**config.mk**
```make
export PLATFORM = sky130hd
export DESIGN_NAME = mbpa_arbiter
export DESIGN_NICKNAME = d
export VERILOG_FILES = /design/src/rtl/mbpa_pkg.sv /design/src/rtl/mbpa_chain_if.sv /design/src/rtl/mbpa_chain.sv /design/src/rtl/mbpa_arbiter.sv
export SDC_FILE = /design/constraint.sdc
export NUM_CORES = 1
export LEC_CHECK = 0
export BUFFER_PORTS_ARGS = -buffer_cell sky130_fd_sc_hd__clkbuf_2
export CORE_AREA = 2 2 58 43
export CTS_BUF_LIST = sky130_fd_sc_hd__clkbuf_8
export CTS_CLUSTER_SIZE = 28
export DETAILED_ROUTE_END_ITERATION = 10
export DIE_AREA = 0 0 60 45
export GPL_ROUTABILITY_DRIVEN = 0
export MAX_ROUTING_LAYER = met4
export PLACE_DENSITY_LB_ADDON = 0.1
export SLEW_MARGIN = 10
export SYNTH_ARGS = -nofsm -noshare
export SYNTH_HDL_FRONTEND = slang
export SYNTH_HIERARCHICAL = 1
export SYNTH_SLANG_ARGS = --single-unit
```
**constraint.sdc**
```tcl
create_clock -name clock_i -period 2.8 [get_ports clock_i]
set_clock_uncertainty 0.1 [all_clocks]
set_input_delay 0.28 -clock clock_i [delete_from_list [all_inputs] [get_ports clock_i]]
set_output_delay 0.28 -clock clock_i [all_outputs]
set_load 0.01 [all_outputs]
```
**src/rtl/mbpa_pkg.sv**
```systemverilog
package mbpa_pkg;
  localparam int NUM_SLOTS = 6;
  localparam int SLOT_W    = 3;
  // chain order, highest first: slot 6, 7, 2, 3, 4, 5
  localparam logic [SLOT_W-1:0] CHAIN_POS0 = 3'h6;
  localparam logic [SLOT_W-1:0] CHAIN_POS1 = 3'h7;
  localparam logic [SLOT_W-1:0] CHAIN_POS2 = 3'h2;
  localparam logic [SLOT_W-1:0] CHAIN_POS3 = 3'h3;
  localparam logic [SLOT_W-1:0] CHAIN_POS4 = 3'h4;
  localparam logic [SLOT_W-1:0] CHAIN_POS5 = 3'h5;
  localparam int SERIAL_POS = 5;
  localparam logic [SLOT_W-1:0] NO_SLOT = 3'h0;

  typedef enum logic [2:0] {
    GRANT_NONE,
    GRANT_CPU,
    GRANT_MEMREF,
    GRANT_VIDREF,
    GRANT_PERIPH
  } mbpa_owner_e;
endpackage

```
**src/rtl/mbpa_chain_if.sv**
```systemverilog
`timescale 1ns/1ps
`default_nettype none
interface mbpa_chain_if;
  logic [5:0] req;
  logic       upper_busy;
  logic [5:0] inhibit_in;
  logic [5:0] win;

  modport core  (output req, output upper_busy,
                 input inhibit_in, input win);
  modport chain (input req, input upper_busy,
                 output inhibit_in, output win);
endinterface
`default_nettype wire

```
**src/rtl/mbpa_chain.sv**
```systemverilog
`timescale 1ns/1ps
`default_nettype none
module mbpa_chain (
  mbpa_chain_if.chain ch
);
  import mbpa_pkg::*;

  // ripple through chain positions; any upstream request inhibits the rest
  always_comb begin
    logic run;
    run = ch.upper_busy;
    for (int i = 0; i < NUM_SLOTS; i++) begin
      ch.inhibit_in[i] = run;
      ch.win[i]        = ch.req[i] && !run;
      run              = run || ch.req[i];
    end
  end
endmodule
`default_nettype wire

```
**src/rtl/mbpa_arbiter.sv**
```systemverilog
`timescale 1ns/1ps
`default_nettype none
module mbpa_arbiter (
  input  wire logic                          clock_i,
  input  wire logic                          srst_i,
  input  wire logic                          cycle_start_i,
  input  wire logic                          cpu_req_i,
  input  wire logic                          memref_req_i,
  input  wire logic                          vidref_req_i,
  input  wire logic                          kbd_pending_i,
  input  wire logic [mbpa_pkg::NUM_SLOTS-1:0] slot_req_i,
  output logic                               cpu_grant_o,
  output logic                               memref_grant_o,
  output logic                               vidref_grant_o,
  output logic                               kbd_strobe_o,
  output logic [mbpa_pkg::NUM_SLOTS-1:0]     slot_grant_o,
  output logic [mbpa_pkg::NUM_SLOTS-1:0]     slot_inhibit_o,
  output logic                               serial_enable_o,
  output logic [mbpa_pkg::SLOT_W-1:0]        granted_slot_o,
  output logic                               cpu_line_o,
  output logic                               memref_line_o,
  output logic                               vidref_line_o
);
  import mbpa_pkg::*;

  typedef struct packed {
    mbpa_owner_e          owner;
    logic                 cpu_grant;
    logic                 memref_grant;
    logic                 vidref_grant;
    logic [NUM_SLOTS-1:0] slot_grant;
    logic [NUM_SLOTS-1:0] slot_inhibit;
    logic                 serial_enable;
    logic [SLOT_W-1:0]    slot_num;
    logic                 kbd_strobe;
    logic                 cpu_line;
    logic                 memref_line;
    logic                 vidref_line;
  } mbpa_state_s;

  // every field cleared, so all outputs read low straight after reset
  localparam mbpa_state_s ST_IDLE = '{
    owner:         GRANT_NONE,
    cpu_grant:     1'b0,
    memref_grant:  1'b0,
    vidref_grant:  1'b0,
    slot_grant:    '0,
    slot_inhibit:  '0,
    serial_enable: 1'b0,
    slot_num:      NO_SLOT,
    kbd_strobe:    1'b0,
    cpu_line:      1'b0,
    memref_line:   1'b0,
    vidref_line:   1'b0
  };

  mbpa_state_s          st;
  mbpa_state_s          next_st;
  // decision that the coming cycle start would take
  mbpa_owner_e          next_owner;
  logic                 any_win;
  logic [NUM_SLOTS-1:0] next_win;

  mbpa_chain_if chain_bus ();

  mbpa_chain u_chain (
    .ch (chain_bus.chain)
  );

  function automatic logic [SLOT_W-1:0] pos_to_slot(input int pos);
    logic [SLOT_W-1:0] s;
    s = NO_SLOT;
    unique case (pos)
      0: s = CHAIN_POS0;
      1: s = CHAIN_POS1;
      2: s = CHAIN_POS2;
      3: s = CHAIN_POS3;
      4: s = CHAIN_POS4;
      5: s = CHAIN_POS5;
      default: s = NO_SLOT;
    endcase
    return s;
  endfunction

  // grant lines of the three fixed requesters: {cpu, memory, video}
  function automatic logic [2:0] owner_grants(input mbpa_owner_e o);
    logic [2:0] g;
    g = 3'h0;
    unique case (o)
      GRANT_NONE:   g = 3'h0;
      GRANT_CPU:    g = 3'h4;
      GRANT_MEMREF: g = 3'h2;
      GRANT_VIDREF: g = 3'h1;
      GRANT_PERIPH: g = 3'h0;
      default:      g = 3'h0;
    endcase
    return g;
  endfunction

  // fixed ranking above the chain; the chain only wins when all are idle
  function automatic mbpa_owner_e pick_owner(
    input logic cpu,
    input logic memref,
    input logic vidref,
    input logic periph
  );
    mbpa_owner_e o;
    o = GRANT_NONE;
    if (cpu) begin
      o = GRANT_CPU;
    end else if (memref) begin
      o = GRANT_MEMREF;
    end else if (vidref) begin
      o = GRANT_VIDREF;
    end else if (periph) begin
      o = GRANT_PERIPH;
    end
    return o;
  endfunction

  // slot number of the single winning position, NO_SLOT when none
  function automatic logic [SLOT_W-1:0] win_to_slot(
    input logic [NUM_SLOTS-1:0] win
  );
    logic [SLOT_W-1:0] s;
    s = NO_SLOT;
    for (int i = 0; i < NUM_SLOTS; i++) begin
      if (win[i]) begin
        s = pos_to_slot(i);
      end
    end
    return s;
  endfunction

  // chain winners count only when nobody above the chain was chosen
  function automatic logic [NUM_SLOTS-1:0] periph_grant(
    input mbpa_owner_e          o,
    input logic [NUM_SLOTS-1:0] win
  );
    logic [NUM_SLOTS-1:0] g;
    g = '0;
    if (o == GRANT_PERIPH) begin
      g = win;
    end
    return g;
  endfunction

  // chain inputs are indexed by position: slot_req_i[0] is slot 6
  assign chain_bus.req        = slot_req_i;
  // processor, memory and video refresh all sit above the chain
  assign chain_bus.upper_busy = cpu_req_i || memref_req_i || vidref_req_i;
  assign any_win              = |chain_bus.win;
  assign next_owner           = pick_owner(cpu_req_i, memref_req_i,
                                           vidref_req_i, any_win);
  assign next_win             = periph_grant(next_owner, chain_bus.win);

  always_comb begin
    next_st              = st;
    next_st.cpu_line     = cpu_req_i;
    next_st.memref_line  = memref_req_i;
    next_st.vidref_line  = vidref_req_i;
    next_st.slot_inhibit = chain_bus.inhibit_in;
    next_st.kbd_strobe   = 1'b0;

    if (cycle_start_i) begin
      // decisions only at cycle start: a grant holds the whole memory cycle
      next_st.owner = next_owner;
      {next_st.cpu_grant, next_st.memref_grant, next_st.vidref_grant} =
        owner_grants(next_owner);

      // keyboard rides the video cycle and never asks on its own
      next_st.kbd_strobe = (next_owner == GRANT_VIDREF) &&
                           kbd_pending_i;

      next_st.slot_grant    = next_win;
      next_st.slot_num      = win_to_slot(next_win);
      next_st.serial_enable = next_win[SERIAL_POS];
    end
  end

  always_ff @(posedge clock_i) begin
    if (srst_i) begin
      st <= ST_IDLE;
    end else begin
      st <= next_st;
    end
  end

  // every output is a plain flip-flop copy
  assign cpu_grant_o     = st.cpu_grant;
  assign memref_grant_o  = st.memref_grant;
  assign vidref_grant_o  = st.vidref_grant;

  // peripheral side
  assign kbd_strobe_o    = st.kbd_strobe;
  assign slot_grant_o    = st.slot_grant;
  assign slot_inhibit_o  = st.slot_inhibit;
  // serial interface may drive only during its own grant
  assign serial_enable_o = st.serial_enable;
  assign granted_slot_o  = st.slot_num;

  // request lines fanned out to the card positions
  assign cpu_line_o      = st.cpu_line;
  assign memref_line_o   = st.memref_line;
  assign vidref_line_o   = st.vidref_line;
endmodule
`default_nettype wire

```
==> impl_metrics.env, run 1 <==
export IMPL_seq_area_frac_synth=0.490
export IMPL_yosys_cell_types_count=27
export IMPL_start_util=0.424
export IMPL_synthesis_nets=109
export IMPL_yosys_warnings=6
export IMPL_slew_viol_final=0
export IMPL_grt_overflow_total=0
export IMPL_drt_first_iter_violations=8
export IMPL_worstPathCellList="clkbuf_2, or3_1, or3_1, nor2_1, nor2b_1, o21bai_1, a211oi_2"
export IMPL_power_density_relative_to_cell_area_nw_per_um2=502
export IMPL_vias_in_the_first_global_route=615
export IMPL_cts_made_buffers=3
export IMPL_grt_setup_unrepaired="false"
export IMPL_areaGrowthSynthToFinish_pct=25.5
export IMPL_die_y_um=45
export IMPL_die_w_um=60
export IMPL_ctsRootBufferMaster="clkbuf_8"
export IMPL_groute_usage_overall=0.138
export IMPL_total_power_uw=566
export IMPL_timing_reg2reg_setup_slack_ns=1.87
export IMPL_worst_path_max_fanout=5
export IMPL_routedWlPerCell_um=10.8
export IMPL_ff2ff_path_depth=3
export IMPL_hold_viol_final=0
export IMPL_num_io_pins=36
export IMPL_max_slew_worst_pin_slew_ns=0.479
export IMPL_whs_path_depth=2
export IMPL_syn_cell_area_um2=898
export IMPL_endpoint_of_the_worst_slack_reg_to_reg_timing_path="granted_slot_o[0]"
export IMPL_final_period_minus_worst_setup_slack_ns=1.83
export IMPL_startpoint_type="primary input"
export IMPL_num_rows=14
export IMPL_core_region_area_um2=2120
export IMPL_layout_cell_area_non_filler_um2=1130
export IMPL_fin_setup_tns_ns=0
export IMPL_worst_setup_path_type="in2reg"
export IMPL_post_cts_buffers=0
export IMPL_detail_route_vias_per_cell=4.61
export IMPL_max_slew_margin=0.679
export IMPL_final_antenna_net_count=0
export IMPL_hp_class="in2reg"
export IMPL_most_common_cell_after_layout_fill_and_taps_aside="clkbuf_2"
export IMPL_min_to="kbd_strobe_o"
export IMPL_finalWirelength_mm=1.73
export IMPL_grt_start_max_net_pins=23
export IMPL_fin_nets=144
export IMPL_post_route_drc_count=0
export IMPL_post_route_period_util=0.652
export IMPL_ir_drop_mv=0.409
export IMPL_finalSetupViolations=0
export IMPL_syn_mean_instance_area_um2=9.36
export IMPL_dr_pass1_iters=4
export IMPL_timing_critical_path_required_ns=2.83
export IMPL_cellLeakagePower_uw=0.000501
export IMPL_cp_capture_type="flip-flop"
export IMPL_final_cell_mix="clkbuf_2, dfxtp_1, nor2b_1"
export IMPL_hp_start="kbd_pending_i"
export IMPL_cts_tree="built"
export IMPL_hpwlAfterDp_mm=1.29
export IMPL_max_cap_viol_count=0
export IMPL_critPathSlowestCell="or3_1"
export IMPL_cts_clk_slew_worst_paths_ns=0.07
export IMPL_cts_path_max_buffers=2
export IMPL_cts_htree_levels=1
export IMPL_tritoncts_num_sinks=22
export IMPL_timing_fmax_mhz=547
export IMPL_crit_arrival_ns=1.86
export IMPL_num_antenna_cells=0
export IMPL_post_route_cells_drive_above_1_share=0.326
export IMPL_cpPeakStageDelay_ns=0.47
export IMPL_grt_antenna_before_repair=0
export IMPL_critical_path_most_common_cell="or3_1"
export IMPL_placement_cell_area_um2=1090
export IMPL_flip_flop_and_latch_count_after_synthesis=22
export IMPL_status="finished clean"
export IMPL_clkLatencyLatePin_ns=0.26
export IMPL_vias=743
export IMPL_cts_hold_buffers=0
export IMPL_global_route_wire_length_before_repair_mm=2.66
export IMPL_die_area_um2=2700
export IMPL_cts_repair_resize_count=0
export IMPL_numPortBuffers=35
export IMPL_r2r_start="granted_slot_o[0]"
export IMPL_synthCells=96
state kept, by name, summed over array words and instances, names as in the netlist:
signal          flops
memref_line_o       1
cpu_line_o          1
slot_inhibit_o      6
kbd_strobe_o        1
slot_grant_o        6
granted_slot_o      3
vidref_line_o       1
cpu_grant_o         1
vidref_grant_o      1
memref_grant_o      1
synth_stat cells:
master | number | area, um2
a211oi_2 | 1 | 12.5
a21oi_1 | 7 | 35.0
a31oi_1 | 1 | 6.26
and2_1 | 1 | 6.26
and2b_1 | 2 | 15.0
and3_1 | 1 | 6.26
and3b_1 | 1 | 8.76
and4_1 | 1 | 8.76
buf_2 | 1 | 5.00
buf_4 | 2 | 15.0
clkbuf_1 | 2 | 7.51
dfxtp_1 | 22 | 440
inv_1 | 5 | 18.8
mux2i_1 | 1 | 10.0
nand2_1 | 1 | 3.75
nand2b_1 | 3 | 18.8
nand3b_1 | 1 | 7.51
nor2_1 | 16 | 60.1
nor2b_1 | 17 | 106
nor4_4 | 1 | 21.3
nor4b_4 | 1 | 23.8
o21bai_1 | 1 | 7.51
o31a_1 | 1 | 8.76
o32ai_1 | 2 | 17.5
o41ai_1 | 1 | 8.76
or2_2 | 1 | 6.26
or3_1 | 2 | 12.5
through the flow:
step	util	hold slack (ns)	std cells	setup WS, ns
after floorplan	-	0.259	96	1.01
after global placement	0.512	0.357	158	0.730
after detailed placement	0.512	0.366	158	0.705
after CTS	0.532	0.177	161	0.985
after global routing	0.532	0.178	161	0.897
final	0.532	0.181	161	0.973
power breakdown:
| part | internal [uW] | switching [uW] |
|---|---|---|
| sequential | 322 | 2.40 |
| combinational | 22.5 | 31.4 |
| clock | 95.8 | 92.0 |
critical path, delay by kind of cell:
| family | cells | cell delay [ns] |
|---|---|---|
| simple gates | 4 | 1.22 |
| compound gates | 2 | 0.25 |
| buf+inv | 1 | 0.12 |
metal layers:
layer  track usage  wire [um]
met1         0.189        902
met2         0.185        682
met3        0.0659        146
met4        0.0267          0
met5             -          0
logic make-up after synthesis:
| group | Yosys count | share of synthesized area |
|---|---|---|
| AO/OA/AOI/OAI | 14 | 0.107 |
| buffers and inverters | 10 | 0.0515 |
| multiplexers | 1 | 0.0111 |
| AND/OR/NAND/NOR | 49 | 0.340 |
| flip-flops | 22 | 0.490 |
worst max-delay path by stage:
stage,depth (start not counted),start,slack [ns],end
2_1_floorplan,6,vidref_req_i,1.01,granted_slot_o[0]
3_3_place_gp,7,vidref_req_i,0.73,granted_slot_o[0]
3_5_place_dp,7,vidref_req_i,0.70,granted_slot_o[0]
4_1_cts,7,vidref_req_i,0.98,granted_slot_o[0]
5_1_grt,7,memref_req_i,0.90,granted_slot_o[0]
6_report,7,vidref_req_i,0.97,granted_slot_o[0]
final cells by class:
cell class / instances / area, um2
Clock buffer: 3 / 41.3
Fill cell: 216 / 992
Inverter: 5 / 18.8
Multi-Input combinational cell: 64 / 412
Sequential cell: 22 / 440
Tap cell: 32 / 40.0
Timing Repair Buffer: 35 / 175
No activity file was read; power rests on OpenSTA's default activity.
==> run 2: changes to the inputs <==
clock period = 1.65 ns   (was 2.8 ns; I/O delays follow)
==> run 2 against run 1 <==
Global-route usage increased by 1.5 points. Die area unchanged. Sequential power is 70% higher. Count of clock-buffer cells in the layout is the same. Sequential cell count did not move. Via count increased by 5.2%. Critical path type unchanged.
==> impl_metrics.env, run 2 (synthesis results as in run 1) <==
export IMPL_die_area_um2=2700
export IMPL_final_antenna_net_count=0
export IMPL_post_route_period_util=0.955
export IMPL_die_y_um=45
export IMPL_seqPwrFrac=0.569
export IMPL_final_cell_mix="clkbuf_2, dfxtp_1, nor2b_1"
export IMPL_finalWirelength_mm=1.96
export IMPL_finalSetupViolations=0
export IMPL_max_slew_margin=0.660
export IMPL_power_report_internal_total_uw=757
export IMPL_grt_overflow_total=0
export IMPL_vias_in_the_first_global_route=690
export IMPL_grt_setup_unrepaired="false"
export IMPL_cts_repair_resize_count=0
export IMPL_max_cap_viol_count=0
export IMPL_areaGrowthSynthToFinish_pct=36.6
export IMPL_timing_critical_path_required_ns=1.71
export IMPL_drt_first_iter_violations=8
export IMPL_fin_nets=157
export IMPL_dr_pass1_iters=2
export IMPL_final_period_minus_worst_setup_slack_ns=1.58
export IMPL_groute_usage_overall=0.153
export IMPL_timing_reg2reg_setup_slack_ns=0.72
export IMPL_routedWlPerCell_um=11.2
export IMPL_power_density_relative_to_cell_area_nw_per_um2=790
export IMPL_layout_area_seq_um2=440
export IMPL_placement_cell_area_um2=1190
export IMPL_clock_power_share=0.322
export IMPL_die_w_um=60
export IMPL_tritoncts_num_sinks=22
export IMPL_cts_tree="built"
export IMPL_worst_path_max_fanout=4
export IMPL_cts_clk_slew_worst_paths_ns=0.07
export IMPL_core_region_area_um2=2120
export IMPL_crit_arrival_ns=1.64
export IMPL_clkLatencyLatePin_ns=0.25
export IMPL_cts_hold_buffers=0
export IMPL_hold_viol_final=0
export IMPL_max_slew_worst_pin_slew_ns=0.508
export IMPL_cts_path_max_buffers=2
export IMPL_post_cts_buffers=0
export IMPL_numPortBuffers=35
export IMPL_cts_made_buffers=3
export IMPL_layout_cell_area_non_filler_um2=1230
export IMPL_detail_route_vias_per_cell=4.49
export IMPL_switching_power_uw=212
export IMPL_cp_capture_type="flip-flop"
export IMPL_ir_drop_mv=0.412
export IMPL_global_route_wire_length_before_repair_mm=2.93
export IMPL_vias=782
export IMPL_cts_htree_levels=1
export IMPL_netSwitchingFraction=0.219
export IMPL_final_fill_count=200
export IMPL_multi_input_comb_area_um2=414
export IMPL_grt_start_max_net_pins=23
export IMPL_post_route_cells_drive_above_1_share=0.394
export IMPL_layout_core_utilization=0.579
export IMPL_status="finished clean"
export IMPL_num_rows=14
export IMPL_ctsRootBufferMaster="clkbuf_8"
export IMPL_startpoint_type="primary input"
export IMPL_most_common_cell_after_layout_fill_and_taps_aside="clkbuf_2"
export IMPL_start_util=0.424
export IMPL_slew_viol_final=0
export IMPL_hp_class="in2reg"
export IMPL_worst_setup_path_type="in2reg"
export IMPL_hpwlAfterDp_mm=1.52
export IMPL_num_io_pins=36
export IMPL_comb_power_share=0.109
export IMPL_timing_fmax_mhz=635
export IMPL_post_route_drc_count=0
export IMPL_num_antenna_cells=0
export IMPL_cellLeakagePower_uw=0.000568
export IMPL_grt_antenna_before_repair=0
[run 2: changes by cell type in the layout (fill, tap and decap cells not counted), sizes merged]
cell	change
buf	+13
[run 2: stage by stage]
stage | power (uW) | hold slack, ns | setup slack (ns) | std cells | TNS, ns
global route | 1010 | 0.0829 | 0.00551 | 174 | 0
detailed placement | 670 | 0.338 | -0.238 | 171 | -1.22
global placement | 667 | 0.330 | -0.242 | 171 | -1.08
floorplan | 611 | 0.144 | 0.00935 | 96 | 0
finish | 969 | 0.0752 | 0.0745 | 174 | 0
CTS | 984 | 0.0724 | 0.00899 | 174 | 0
[run 2: layer usage]
metal	share of wire	wire length [um]	vias to the layer above	track usage
li1	-	-	407	-
met1	0.49	951	350	0.189
met2	0.45	884	23	0.241
met3	0.056	109	2	0.0516
met4	0.0046	9	0	0.0400
met5	0	0	-	-
[run 2: power by group through the flow]
stage / Clock (uW) / Sequential (uW) / Combinational (uW)
final: 312 / 551 / 106
after global routing: 340 / 552 / 115
after floorplan: 0 / 572 / 38.9
after CTS: 326 / 551 / 107
after detailed placement: 0 / 564 / 106
after global placement: 0 / 563 / 104
[run 2: final timing paths]
path | endpoint | cells past startpoint | from
hold / removal | kbd_strobe_o | 2 | kbd_pending_i
setup / recovery | granted_slot_o[2] | 7 | vidref_req_i
setup reg to reg | granted_slot_o[0] | 3 | granted_slot_o[0]
hold reg to reg | memref_grant_o | 2 | memref_grant_o
[run 2: cell type report]
| cell class | count | area share |
|---|---|---|
| Multi-Input combinational cell | 64 | 0.337 |
| Tap cell | 32 | 0.0326 |
| Clock buffer | 3 | 0.0336 |
| Inverter | 5 | 0.0153 |
| Sequential cell | 22 | 0.359 |
| Timing Repair Buffer | 48 | 0.222 |
[run 2: critical path, stage by stage]
cell and delay [ns]:
clkbuf_2 0.09, or3_1 0.45, or2_2 0.32, nor2_1 0.18
nor2_1 0.06, o31a_1 0.25, o32ai_1 0.12
